--- config.mk ---
export PLATFORM = sky130hd
export DESIGN_NAME = otp_regs
export DESIGN_NICKNAME = d
export VERILOG_FILES = /design/src/core/otp_pkg.sv /design/src/core/otp_regs.sv /design/src/core/otp_pn_gen.sv /design/src/core/otp_out_fmt.sv
export VERILOG_INCLUDE_DIRS = /design/src /design/src/core
export SDC_FILE = /design/constraint.sdc
export NUM_CORES = 1
export LEC_CHECK = 0
export BUFFER_PORTS_ARGS = -buffer_cell sky130_fd_sc_hd__buf_2
export CELL_PAD_IN_SITES_DETAIL_PLACEMENT = 1
export CELL_PAD_IN_SITES_GLOBAL_PLACEMENT = 1
export CORE_MARGIN = 2
export CORE_UTILIZATION = 46
export DETAILED_ROUTE_END_ITERATION = 8
export HOLD_SLACK_MARGIN = 0.03
export PLACE_DENSITY_LB_ADDON = 0.1
export SETUP_SLACK_MARGIN = 0.02
export SYNTH_ARGS = -nofsm -noshare
export SYNTH_HDL_FRONTEND = slang
export SYNTH_SLANG_ARGS = --single-unit
--- constraint.sdc ---
create_clock -name sys_clk -period 5.8 [get_ports sys_clk]
set_input_delay 1.16 -clock sys_clk [delete_from_list [all_inputs] [get_ports sys_clk]]
set_output_delay 1.16 -clock sys_clk [all_outputs]
set_load 0.005 [all_outputs]
--- src/core/otp_map.svh ---
`ifndef OTP_MAP_SVH
`define OTP_MAP_SVH

// ----------------------------------------
// register offsets
// ----------------------------------------
`define OTP_OFS_REF_SEL 8'h18
`define OTP_OFS_UP1_LO 8'h19
`define OTP_OFS_UP1_HI 8'h1a
`define OTP_OFS_UP2_LO 8'h1b
`define OTP_OFS_UP2_HI 8'h1c
`define OTP_OFS_TUNE 8'h2b
`define OTP_OFS_TERM 8'h2c

// ----------------------------------------
// reset values
// ----------------------------------------
`define OTP_RST_REF_SEL 8'h03
`define OTP_RST_UP 8'h00
`define OTP_RST_TUNE 8'h00
`define OTP_RST_TERM 8'h00
`define OTP_RST_MODE 4'h0

// ----------------------------------------
// field positions
// ----------------------------------------
`define OTP_BIT_REF_EXT 6
`define OTP_BIT_TUNE_GO 6
`define OTP_BIT_TERM_HI 0

// ----------------------------------------
// fixed pattern words
// ----------------------------------------
`define OTP_W_MID 12'h800
`define OTP_W_ONES 12'hfff
`define OTP_W_ZERO 12'h000
`define OTP_W_CHK_A 12'haaa
`define OTP_W_CHK_B 12'h555
`define OTP_W_SYNC 12'h03f
`define OTP_W_MSB 12'h800
`define OTP_W_MIXED 12'ha33

// ----------------------------------------
// pn seeds and tuning time
// ----------------------------------------
`define OTP_SEED_LONG 23'h7fffff
`define OTP_SEED_SHORT 9'h1ff
`define OTP_TUNE_NS 1000
`define OTP_CLK_NS 5

`endif

--- src/core/otp_pkg.sv ---
package otp_pkg;

    // test output modes
    typedef enum logic [3:0] {
        OTP_M_OFF = 4'b0000,
        OTP_M_MID = 4'b0001,
        OTP_M_POS = 4'b0010,
        OTP_M_NEG = 4'b0011,
        OTP_M_CHK = 4'b0100,
        OTP_M_PNL = 4'b0101,
        OTP_M_PNS = 4'b0110,
        OTP_M_WTG = 4'b0111,
        OTP_M_USR = 4'b1000,
        OTP_M_BTG = 4'b1001,
        OTP_M_SYN = 4'b1010,
        OTP_M_ONE = 4'b1011,
        OTP_M_MIX = 4'b1100
    } otp_mode_e;

    // register write strobe with address and data
    typedef struct packed {
        logic we;
        logic [7:0] addr;
        logic [7:0] data;
    } otp_wr_s;

    // sample word with its valid
    typedef struct packed {
        logic vld;
        logic [11:0] word;
    } otp_smp_s;

endpackage

--- src/core/otp_regs.sv ---
`timescale 1ns/1ps
`default_nettype none
`include "otp_map.svh"

// Contract
// mode zero passes converter samples unchanged; the code applies the output format to them
// 0001 outputs midscale, format applied
// 0010 all ones, 0011 all zeros
// 0100 checkerboard alternates, no format
// 0101 long pn, 0110 short pn
// 0111 toggles ones and zeros words
// 1000 first word from user pattern one
// user mode second word from pattern two
// 1001 bit toggle word aaa
// 1010 outputs sync word 03f
// 1011 outputs msb-only word
// 1100 mixed word, higher codes undefined
// only mid, full-scale, pn formatted; the code also formats mode zero and undefined codes
// tune bit self-clears when tuning done
// 0x2c bit0 selects input termination
// 0x18 reference select and level
// pn restarts from seed on entry
module otp_regs #(
    parameter int TUNE_CYC = (`OTP_TUNE_NS + `OTP_CLK_NS - 1) / `OTP_CLK_NS
) (
    // clock and reset
    input wire logic sys_clk,
    input wire logic rst,
    // register port from serial configuration logic
    input wire otp_pkg::otp_wr_s wr,
    input wire logic [7:0] rd_addr,
    output logic [7:0] rd_data,
    // mode and format from the output mode registers
    input wire logic [3:0] test_mode,
    input wire logic twos_comp,
    // converter samples
    input wire otp_pkg::otp_smp_s adc_in,
    // sample stream to capture logic
    output otp_pkg::otp_smp_s smp_out,
    // analog controls
    output logic ref_external,
    output logic [1:0] ref_level,
    output logic term_high_z,
    output logic tune_start,
    output logic tune_busy
);

    // ----------------------------------------
    // register file
    // ----------------------------------------
    logic [7:0] ref_q, ref_d; // reference select
    logic [7:0] up1l_q, up1l_d; // user pattern one low
    logic [7:0] up1h_q, up1h_d; // user pattern one high
    logic [7:0] up2l_q, up2l_d; // user pattern two low
    logic [7:0] up2h_q, up2h_d; // user pattern two high
    logic [7:0] tune_q, tune_d; // filter autotune control
    logic [7:0] term_q, term_d; // input termination select
    logic [15:0] tcnt_q, tcnt_d; // tuning timer
    logic [7:0] rd_q, rd_d; // read data

    // write decode helper
    function automatic logic hit(input otp_pkg::otp_wr_s w, input logic [7:0] a);
        hit = w.we && (w.addr == a);
    endfunction

    // next register values and tuning sequencer
    always_comb
    begin
        ref_d = hit(wr, `OTP_OFS_REF_SEL) ? wr.data : ref_q;
        up1l_d = hit(wr, `OTP_OFS_UP1_LO) ? wr.data : up1l_q;
        up1h_d = hit(wr, `OTP_OFS_UP1_HI) ? wr.data : up1h_q;
        up2l_d = hit(wr, `OTP_OFS_UP2_LO) ? wr.data : up2l_q;
        up2h_d = hit(wr, `OTP_OFS_UP2_HI) ? wr.data : up2h_q;
        term_d = hit(wr, `OTP_OFS_TERM) ? wr.data : term_q;
        tune_d = tune_q;
        tcnt_d = tcnt_q;
        if (hit(wr, `OTP_OFS_TUNE))
        begin
            // a fresh start restarts the timer; other bits just store
            tune_d = wr.data;
            if (wr.data[`OTP_BIT_TUNE_GO])
            begin
                tcnt_d = 16'(TUNE_CYC);
            end
        end
        else if (tune_q[`OTP_BIT_TUNE_GO])
        begin
            // hardware clears the go bit when tuning completes
            if (tcnt_q <= 16'h0001)
            begin
                tune_d[`OTP_BIT_TUNE_GO] = 1'b0;
                tcnt_d = 16'h0000;
            end
            else
            begin
                tcnt_d = tcnt_q - 16'h0001;
            end
        end
        // read mux, unmapped offsets read zero
        case (rd_addr)
            `OTP_OFS_REF_SEL: rd_d = ref_q;
            `OTP_OFS_UP1_LO: rd_d = up1l_q;
            `OTP_OFS_UP1_HI: rd_d = up1h_q;
            `OTP_OFS_UP2_LO: rd_d = up2l_q;
            `OTP_OFS_UP2_HI: rd_d = up2h_q;
            `OTP_OFS_TUNE: rd_d = tune_q;
            `OTP_OFS_TERM: rd_d = term_q;
            default: rd_d = 8'h00;
        endcase
    end

    // register the file
    always_ff @(posedge sys_clk or posedge rst)
    begin
        if (rst)
        begin
            ref_q <= `OTP_RST_REF_SEL;
            up1l_q <= `OTP_RST_UP;
            up1h_q <= `OTP_RST_UP;
            up2l_q <= `OTP_RST_UP;
            up2h_q <= `OTP_RST_UP;
            tune_q <= `OTP_RST_TUNE;
            term_q <= `OTP_RST_TERM;
            tcnt_q <= 16'h0000;
            rd_q <= 8'h00;
        end
        else
        begin
            ref_q <= ref_d;
            up1l_q <= up1l_d;
            up1h_q <= up1h_d;
            up2l_q <= up2l_d;
            up2h_q <= up2h_d;
            tune_q <= tune_d;
            term_q <= term_d;
            tcnt_q <= tcnt_d;
            rd_q <= rd_d;
        end
    end

    // ----------------------------------------
    // analog control outputs
    // ----------------------------------------
    logic ctl_ext_q, ctl_hi_q, tstart_q, tbusy_q;
    logic [1:0] ctl_lvl_q;

    // registered so every output leaves from a flip-flop
    always_ff @(posedge sys_clk or posedge rst)
    begin
        if (rst)
        begin
            ctl_ext_q <= 1'b0;
            ctl_lvl_q <= 2'b11;
            ctl_hi_q <= 1'b0;
            tstart_q <= 1'b0;
            tbusy_q <= 1'b0;
        end
        else
        begin
            ctl_ext_q <= ref_q[`OTP_BIT_REF_EXT];
            ctl_lvl_q <= ref_q[1:0];
            ctl_hi_q <= term_q[`OTP_BIT_TERM_HI];
            tstart_q <= hit(wr, `OTP_OFS_TUNE) && wr.data[`OTP_BIT_TUNE_GO];
            tbusy_q <= tune_d[`OTP_BIT_TUNE_GO];
        end
    end

    assign ref_external = ctl_ext_q;
    assign ref_level = ctl_lvl_q;
    assign term_high_z = ctl_hi_q;
    assign tune_start = tstart_q;
    assign tune_busy = tbusy_q;
    assign rd_data = rd_q;

    // ----------------------------------------
    // test pattern generator
    // ----------------------------------------
    otp_pkg::otp_mode_e mode;
    logic [3:0] mode_prev_q; // mode seen on the previous clock cycle
    logic phase_q, phase_d; // word one or word two
    logic pnl_rst, pns_rst; // reseed on mode entry
    logic [11:0] pnl_w, pns_w; // pn words
    logic [11:0] pat; // raw pattern word
    logic phase_now; // phase that the current sample takes
    logic fmt_ok; // format conversion allowed
    logic [11:0] fmt_w; // formatted word
    otp_pkg::otp_smp_s out_q, out_d;

    assign mode = otp_pkg::otp_mode_e'(test_mode);
    assign pnl_rst = (mode == otp_pkg::OTP_M_PNL) && (mode_prev_q != test_mode);
    assign pns_rst = (mode == otp_pkg::OTP_M_PNS) && (mode_prev_q != test_mode);
    // a sample landing on a mode change takes word one rather than the stale phase
    assign phase_now = (mode_prev_q != test_mode) ? 1'b0 : phase_q;

    otp_pn_gen #(.W(23), .TAP(18), .SEED(`OTP_SEED_LONG)) u_pnl (
        .sys_clk(sys_clk),
        .rst(rst),
        .restart(pnl_rst),
        .step(adc_in.vld),
        .word(pnl_w)
    );

    otp_pn_gen #(.W(9), .TAP(5), .SEED(`OTP_SEED_SHORT)) u_pns (
        .sys_clk(sys_clk),
        .rst(rst),
        .restart(pns_rst),
        .step(adc_in.vld),
        .word(pns_w)
    );

    // pick the raw word for the current mode and phase
    always_comb
    begin
        fmt_ok = 1'b0;
        case (mode)
            otp_pkg::OTP_M_MID:
            begin
                pat = `OTP_W_MID;
                fmt_ok = 1'b1;
            end
            otp_pkg::OTP_M_POS:
            begin
                pat = `OTP_W_ONES;
                fmt_ok = 1'b1;
            end
            otp_pkg::OTP_M_NEG:
            begin
                pat = `OTP_W_ZERO;
                fmt_ok = 1'b1;
            end
            otp_pkg::OTP_M_CHK: pat = phase_now ? `OTP_W_CHK_B : `OTP_W_CHK_A;
            otp_pkg::OTP_M_PNL:
            begin
                pat = pnl_w;
                fmt_ok = 1'b1;
            end
            otp_pkg::OTP_M_PNS:
            begin
                pat = pns_w;
                fmt_ok = 1'b1;
            end
            otp_pkg::OTP_M_WTG: pat = phase_now ? `OTP_W_ZERO : `OTP_W_ONES;
            otp_pkg::OTP_M_USR: pat = phase_now ? {up2h_q[3:0], up2l_q} : {up1h_q[3:0], up1l_q};
            otp_pkg::OTP_M_BTG: pat = `OTP_W_CHK_A;
            otp_pkg::OTP_M_SYN: pat = `OTP_W_SYNC;
            otp_pkg::OTP_M_ONE: pat = `OTP_W_MSB;
            otp_pkg::OTP_M_MIX: pat = `OTP_W_MIXED;
            // off and undefined codes pass the converter sample
            default:
            begin
                pat = adc_in.word;
                fmt_ok = 1'b1;
            end
        endcase
    end

    otp_out_fmt u_fmt (
        .twos_comp(twos_comp),
        .apply(fmt_ok),
        .din(pat),
        .dout(fmt_w)
    );

    // advance phase once per sample; restart at word one on mode change
    always_comb
    begin
        phase_d = phase_q;
        out_d = out_q;
        out_d.vld = adc_in.vld;
        if (adc_in.vld)
        begin
            out_d.word = fmt_w;
            phase_d = ~phase_q;
        end
        if (mode_prev_q != test_mode)
        begin
            phase_d = adc_in.vld;
        end
    end

    // register the stream and mode tracker
    always_ff @(posedge sys_clk or posedge rst)
    begin
        if (rst)
        begin
            out_q <= '0;
            phase_q <= 1'b0;
            mode_prev_q <= `OTP_RST_MODE;
        end
        else
        begin
            out_q <= out_d;
            phase_q <= phase_d;
            mode_prev_q <= test_mode;
        end
    end

    assign smp_out = out_q;

endmodule

`default_nettype wire

--- src/core/otp_pn_gen.sv ---
`timescale 1ns/1ps
`default_nettype none

// ----------------------------------------
// pseudo-noise generator, fibonacci lfsr
// ----------------------------------------
module otp_pn_gen #(
    parameter int W = 23,
    parameter int TAP = 18,
    parameter logic [W-1:0] SEED = '1
) (
    // clock and reset
    input wire logic sys_clk,
    input wire logic rst,
    // control
    input wire logic restart,
    input wire logic step,
    // output
    output logic [11:0] word
);

    logic [W-1:0] sr_q; // shift register state
    logic [W-1:0] sr_d; // next state
    logic [2*W-1:0] sr_twice; // state laid twice so a register shorter than a word still fills it

    // next state: reseed wins over stepping so entry is deterministic
    always_comb
    begin
        sr_d = sr_q;
        if (restart)
        begin
            sr_d = SEED;
        end
        else if (step)
        begin
            sr_d = {sr_q[W-2:0], sr_q[W-1] ^ sr_q[TAP-1]};
        end
    end

    // register state
    always_ff @(posedge sys_clk or posedge rst)
    begin
        if (rst)
        begin
            sr_q <= '1;
        end
        else
        begin
            sr_q <= sr_d;
        end
    end

    // low twelve bits form the sample word; a short register repeats itself, so W must be six or more
    assign sr_twice = {sr_q, sr_q};
    assign word = sr_twice[11:0];

endmodule

`default_nettype wire

--- src/core/otp_out_fmt.sv ---
`timescale 1ns/1ps
`default_nettype none

// ----------------------------------------
// output data format conversion
// ----------------------------------------
module otp_out_fmt (
    // control
    input wire logic twos_comp,
    input wire logic apply,
    // data
    input wire logic [11:0] din,
    output logic [11:0] dout
);

    // offset binary to twos complement is an msb flip
    always_comb
    begin
        if (apply && twos_comp)
        begin
            dout = {~din[11], din[10:0]};
        end
        else
        begin
            dout = din;
        end
    end

endmodule

`default_nettype wire

==> impl_metrics.yaml, run 1 <==
outcome:
  status: "complete, no violations"
cells_and_area:
  fin_nets: 684
  area_delta_synth_final_pct: 15.8
  n_antenna_cell: 0
  layout-drive-gt1-share_pct: 35.4
  stdcell_count: 830
setup_path:
  cp.required_ns: 6.12
  crit_slowest_cell: "nand3_1"
  end_kind: "flop"
  cp_num_buf_inv: 1
  critical_path.max_fanout: 23
  worstSetupPathType: "input port to flop"
  crit_chain: "buf_2 > nor2b_1 > nand3_1 > o211ai_1"
  path_delay_family: "simple AND/OR/NAND/NOR gates"
  critPathMaxStageDelay_ns: 0.78
  arrival_ns: 3.32
  worstSetupStartpointType: "input port"
job:
  cap_violations: 0
place:
  dpl.cell_count: 798
  port_buffers: 71
  place.detailed.hpwl_um: 11900
  pre_cts_ws_ns: 2.43
  gp_congestion: 0.848
min_path:
  hold_path.class: "flop to flop"
synthesis:
  synth_largest_area_cell: "dfrtp_1"
  synthArstFlopShare_pct: 100
  ys_seq_elements: 135
  synth_area_sq_mm: 0.00662
  syn_nets: 622
  yosys.cell_types.count: 66
  yosysTopAreaCellShare_pct: 37.4
  synth-main-ff-cell: "dfrtp_1"
  yosysWarnings: 0
  yosysSeqAreaShare_pct: 51.7
  postSynthCellCount: 575
  synth_top_cells_by_area: "dfrtp_1, dfstp_2, mux2_2"
  synth_edf_count: 0
  avgSynthCellArea_sq_um: 11.5
sta:
  hold_viol: 0
  clock_skew_ns: 0.00635
  rsz0062_at_grt: "false"
  worst_slack_ns: 2.81
  fin_crit_ns: 2.99
  finalCritPeriodShare_pct: 51.6
  fin_tns_setup_ns: 0
  slew_headroom_pct: 24.9
  fmax_mhz: 334
  setup_viol: 0
  worst_pin_slew_ns: 1.13
  final_max_slew_viol_count: 0
clock_network:
  cts-root-buf: "clkbuf_16"
  clock_sinks: 135
  clk_pin_slew_worst_paths_ns: 0.06
  htreeDepth: 4
  ctsResizeCount: 0
  clk_latency_ns: 0.42
  cts_hold_buffers: 0
  cts-buffers-inserted: 17
  post_cts_buffers: 0
  cts_tree: "yes"
  cts_buffer_depth: 2
die:
  die_area_sq_mm: 0.0154
  start_util_pct: 47.3
  die_h_um: 124
  coreArea_sq_mm: 0.0140
  num_rows: 43
  die_x_um: 124
  ios: 72
detailed_routing:
  drtPass1Iterations: 6
  wl_um: 17800
  vias: 4901
  drc: 0
  wl_per_cell_um: 21.5
  drtIter0Drc: 310
  avgViaCountPerCell: 5.90
  ant_nets: 0
power_and_ir_drop:
  cellPowerDensity_mw_per_mm2: 367
  p_leak_uw: 0.00350
  ir_drop_v: 0.000200
  power_uw: 2810
global_routing:
  groute.usage.overall_pct: 24.5
  grt_start_max_net_pins: 90
  antenna_found_initial: 0
  gr-total-overflow: 0
  grt_first_pass_wirelength_um: 28100
  grt_pass1_vias: 5132
[logic make-up after synthesis]
group | after synthesis | synth area share [%]
buffers and inverters | 46 | 2.95
muxes | 103 | 18.3
adders and majority gates | 2 | 0.378
xor gates and xnor gates | 8 | 1.29
AOI/OAI and AO/OA | 130 | 13.1
and+or+nand+nor | 151 | 12.2
DFF | 135 | 51.7
[power by group]
group	leakage [uW]	internal [uW]	switching [uW]
sequential	0.00169	1170	165
combinational	0.00153	192	238
clock	0.000287	637	415
[layout by cell type (no fill, tap or decap), drive strengths merged, types with 9 or more instances in the layout]
master  synthesis  routed
dfrtp          99      99
buf            12      73
mux2           66      66
nand2          63      63
o21ai          47      47
dfstp          36      36
mux2i          29      29
clkbuf         18      24
a21oi          22      22
nor2           20      20
inv            16      19
o22ai          14      14
nand3          11      11
nand2b         10      10
nor3           10      10
a222oi          9       9
[Yosys cell counts, drive strengths merged, types with 2 or more instances]
library cell / number
inv: 16
nor4: 3
a22oi: 5
nand3: 11
nand4b: 2
or3: 3
clkbuf: 18
ha: 2
buf: 12
a222oi: 9
o311ai: 3
nor2b: 8
nor3: 10
nor3b: 3
a221o: 3
a21oi: 22
a32oi: 2
dfrtp: 99
mux2i: 29
a31oi: 3
nand2b: 10
mux4: 8
a21o: 2
and4: 2
nor4b: 2
a221oi: 2
o22ai: 14
mux2: 66
nand4: 2
o21ai: 47
and2: 2
xnor2: 8
and3: 4
a211oi: 3
nand2: 63
o31ai: 5
o211ai: 3
nor2: 20
a32o: 2
dfstp: 36
[sequential cells by signal, summed over array words and instances (netlist names)]
register	flops
mode_prev_q	4
ref_q	8
smp_out	13
u_pns.sr_q	9
ref_external	1
up2l_q	8
tune_q	8
term_high_z	1
term_q	8
u_pnl.sr_q	23
rd_data	8
up1h_q	8
ref_level	2
phase_q	1
tune_start	1
up2h_q	8
up1l_q	8
tcnt_q	16
[per-layer routing]
metal / vias up / GRT usage, % / share of wire [%]
met4: 0 / 8.64 / 2.1
li1: 2245 / - / -
met1: 2542 / 32.5 / 46
met5: - / 0 / 0
met2: 88 / 40.7 / 50
met3: 26 / 4.44 / 2.7
[final cells by class]
type                       instances  area [sq um]
timing repair buffer              73           370
multi-input combinational        394          3000
fill                            1499          6320
clock inverter                     8          56.3
inverter                          16          62.6
tap                              180           225
sequential                       135          3420
clock buffer                      24           526
[worst paths after layout]
path | startpoint | endpoint | slack [ns] | cells after the start
hold / removal | ref_q[1] | ref_level[1] | 0.38 | 0
hold reg to reg | ref_q[1] | ref_level[1] | 0.38 | 0
max in group asynchronous | rst | u_pnl.sr_q[8] | 3.55 | 3
setup / recovery | test_mode[0] | u_pnl.sr_q[11] | 2.81 | 4
setup reg to reg | tcnt_q[0] | tcnt_q[14] | 3.45 | 8
min in group asynchronous | rst | up2h_q[0] | 1.01 | 2
[stage by stage]
step	util, %	cell area, sq um	hold WS [ns]
after floorplan	-	6620	0.357
after global placement	50.6	7080	0.368
after detailed placement	50.6	7080	0.370
after CTS	54.8	7660	0.382
after global routing	54.8	7660	0.386
final	54.8	7660	0.380
Power figures use the tool's default switching activity.
==> run 2: changes to the inputs <==
- clock period: 5.8 -> 3 ns (I/O delays scaled with it)
==> run 2 against run 1 <==
Net effect: flip-flop and latch count is the same; non-clock buffer count is 4 higher; clock skew rose by 0.0037 ns; cell count increased by 0.48%; global-route usage is 1.4 points higher; sequential power increased by 93%; register-to-register slack got worse by 2.7 ns; first-iteration DRC count increased by 42%; critical endpoint is now tcnt_q[14]; largest power group unchanged.
==> impl_metrics.yaml, run 2 (same netlist as run 1, synthesis figures left out) <==
power_and_ir_drop:
  cellPowerDensity_mw_per_mm2: 699
  p_leak_uw: 0.00353
  power_uw: 5380
  ir_drop_v: 0.000469
min_path:
  hold_path.class: "input port to async pin"
clock_network:
  htreeDepth: 4
  cts-buffers-inserted: 17
  ctsResizeCount: 0
  clk_pin_slew_worst_paths_ns: 0.06
  cts_hold_buffers: 0
  clock_sinks: 135
  cts_buffer_depth: 2
  clk_latency_ns: 0.42
  cts-root-buf: "clkbuf_16"
  post_cts_buffers: 0
  cts_tree: "yes"
detailed_routing:
  wl_um: 18500
  drtPass1Iterations: 5
  drc: 0
  vias: 5026
  dr_wl_met3_um: 899
  ant_nets: 0
  top_layer: "met4"
  wl_met2_um: 9310
  wl_per_cell_um: 22.1
  avgViaCountPerCell: 6.03
  wl_met1_um: 7960
  drtIter0Drc: 440
sta:
  worst_pin_slew_ns: 0.730
  slew_headroom_pct: 51.2
  fin_tns_setup_ns: 0
  setup_viol: 0
  final_max_slew_viol_count: 0
  finalCritPeriodShare_pct: 75.0
  fmax_mhz: 445
  rsz0062_at_grt: "false"
  clock_skew_ns: 0.0101
  fin_crit_ns: 2.25
  hold_viol: 0
outcome:
  status: "complete, no violations"
cells_and_area:
  final_core_util_pct: 55.0
  layout-drive-gt1-share_pct: 35.8
  largest_register_ffs: 23
  final_common_cell: "dfrtp_1"
  fin_nets: 688
  regMostFlops: "u_pnl.sr_q"
  n_antenna_cell: 0
  stdcell_count: 834
  final_cell_mix: "dfrtp_1, buf_2, mux2_2"
  area_delta_synth_final_pct: 16.3
setup_path:
  reg2reg_depth: 8
  r2r_slack_ns: 0.75
  arrival_ns: 2.56
  endpoint: "tcnt_q[14]"
  rr_startpoint: "tcnt_q[0]"
  crit_path_start: "tcnt_q[0]"
  end_kind: "flop"
  worstSetupStartpointType: "flop"
  cp.required_ns: 3.31
  crit-reg2reg-capture: "tcnt_q[14]"
  critical_path.max_fanout: 6
  worstSetupPathType: "flop to flop"
global_routing:
  antenna_found_initial: 0
  grt_start_max_net_pins: 136
  grt_pass1_vias: 5318
  gr-total-overflow: 0
  grt_first_pass_wirelength_um: 29600
  groute.usage.overall_pct: 25.9
die:
  start_util_pct: 47.3
  ios: 72
  die_area_sq_mm: 0.0154
  die_x_um: 124
  coreArea_sq_mm: 0.0140
  num_rows: 43
  die_h_um: 124
place:
  place.detailed.hpwl_um: 12600
  port_buffers: 71
  dpl.cell_count: 802
  gp_congestion: 0.884
job:
  cap_violations: 0
==> run 2: changes by cell type in the layout (fill, tap and decap cells not counted) <==
cell and change:
clkinv_2 +4, clkbuf_8 +1, clkinv_4 -2, buf_4 +2
buf_12 +2, inv_4 -1, inv_6 -1, clkbuf_16 -1
==> run 2: per-layer routing <==
metal	vias up	track usage, %
met5	-	0
met4	0	8.78
met3	22	5.49
met2	156	43.1
met1	2594	33.8
li1	2254	-
==> run 2: worst min-delay path by stage <==
stage | end | start | cells past startpoint | slack [ns]
floorplan | ref_level[0] | ref_q[0] | 0 | 0.36
global placement | ref_level[0] | ref_q[0] | 0 | 0.36
detailed placement | ref_level[0] | ref_q[0] | 0 | 0.37
CTS | ref_level[0] | ref_q[0] | 0 | 0.38
global route | ref_level[0] | ref_q[0] | 0 | 0.38
finish | term_q[5] | rst | 3 | 0.37
==> run 2: final cells by class <==
cell class	count	area, sq um
sequential	135	3420
clock inverter	8	42.5
multi-input combinational	394	3000
tap	180	225
inverter	16	63.8
clock buffer	24	514
timing repair buffer	77	425
fill	1490	6290
==> run 2: power by group <==
part	internal, uW	leakage, uW	switching, uW
registers	2260	0.00169	312
clock network	1190	0.000284	775
logic	376	0.00155	464
==> run 2: worst max-delay path, stage by stage (launching register included) <==
cell	delay, ns
dfrtp_1	0.43
inv_1	0.09
ha_1	0.20
nor3b_1	0.52
nand3_1	0.30
nor3_1	0.32
o21ai_0	0.11
nand2_1	0.10
o21ai_1	0.06
==> run 2: per-stage QoR <==
step / instance area (sq um) / worst slack (ns) / hold slack, ns
global placement: 7140 / 0.492 / 0.362
detailed placement: 7140 / 0.414 / 0.370
CTS: 7690 / 0.722 / 0.378
global route: 7690 / 0.424 / 0.378
finish: 7690 / 0.751 / 0.374
floorplan: 6620 / 0.750 / 0.357
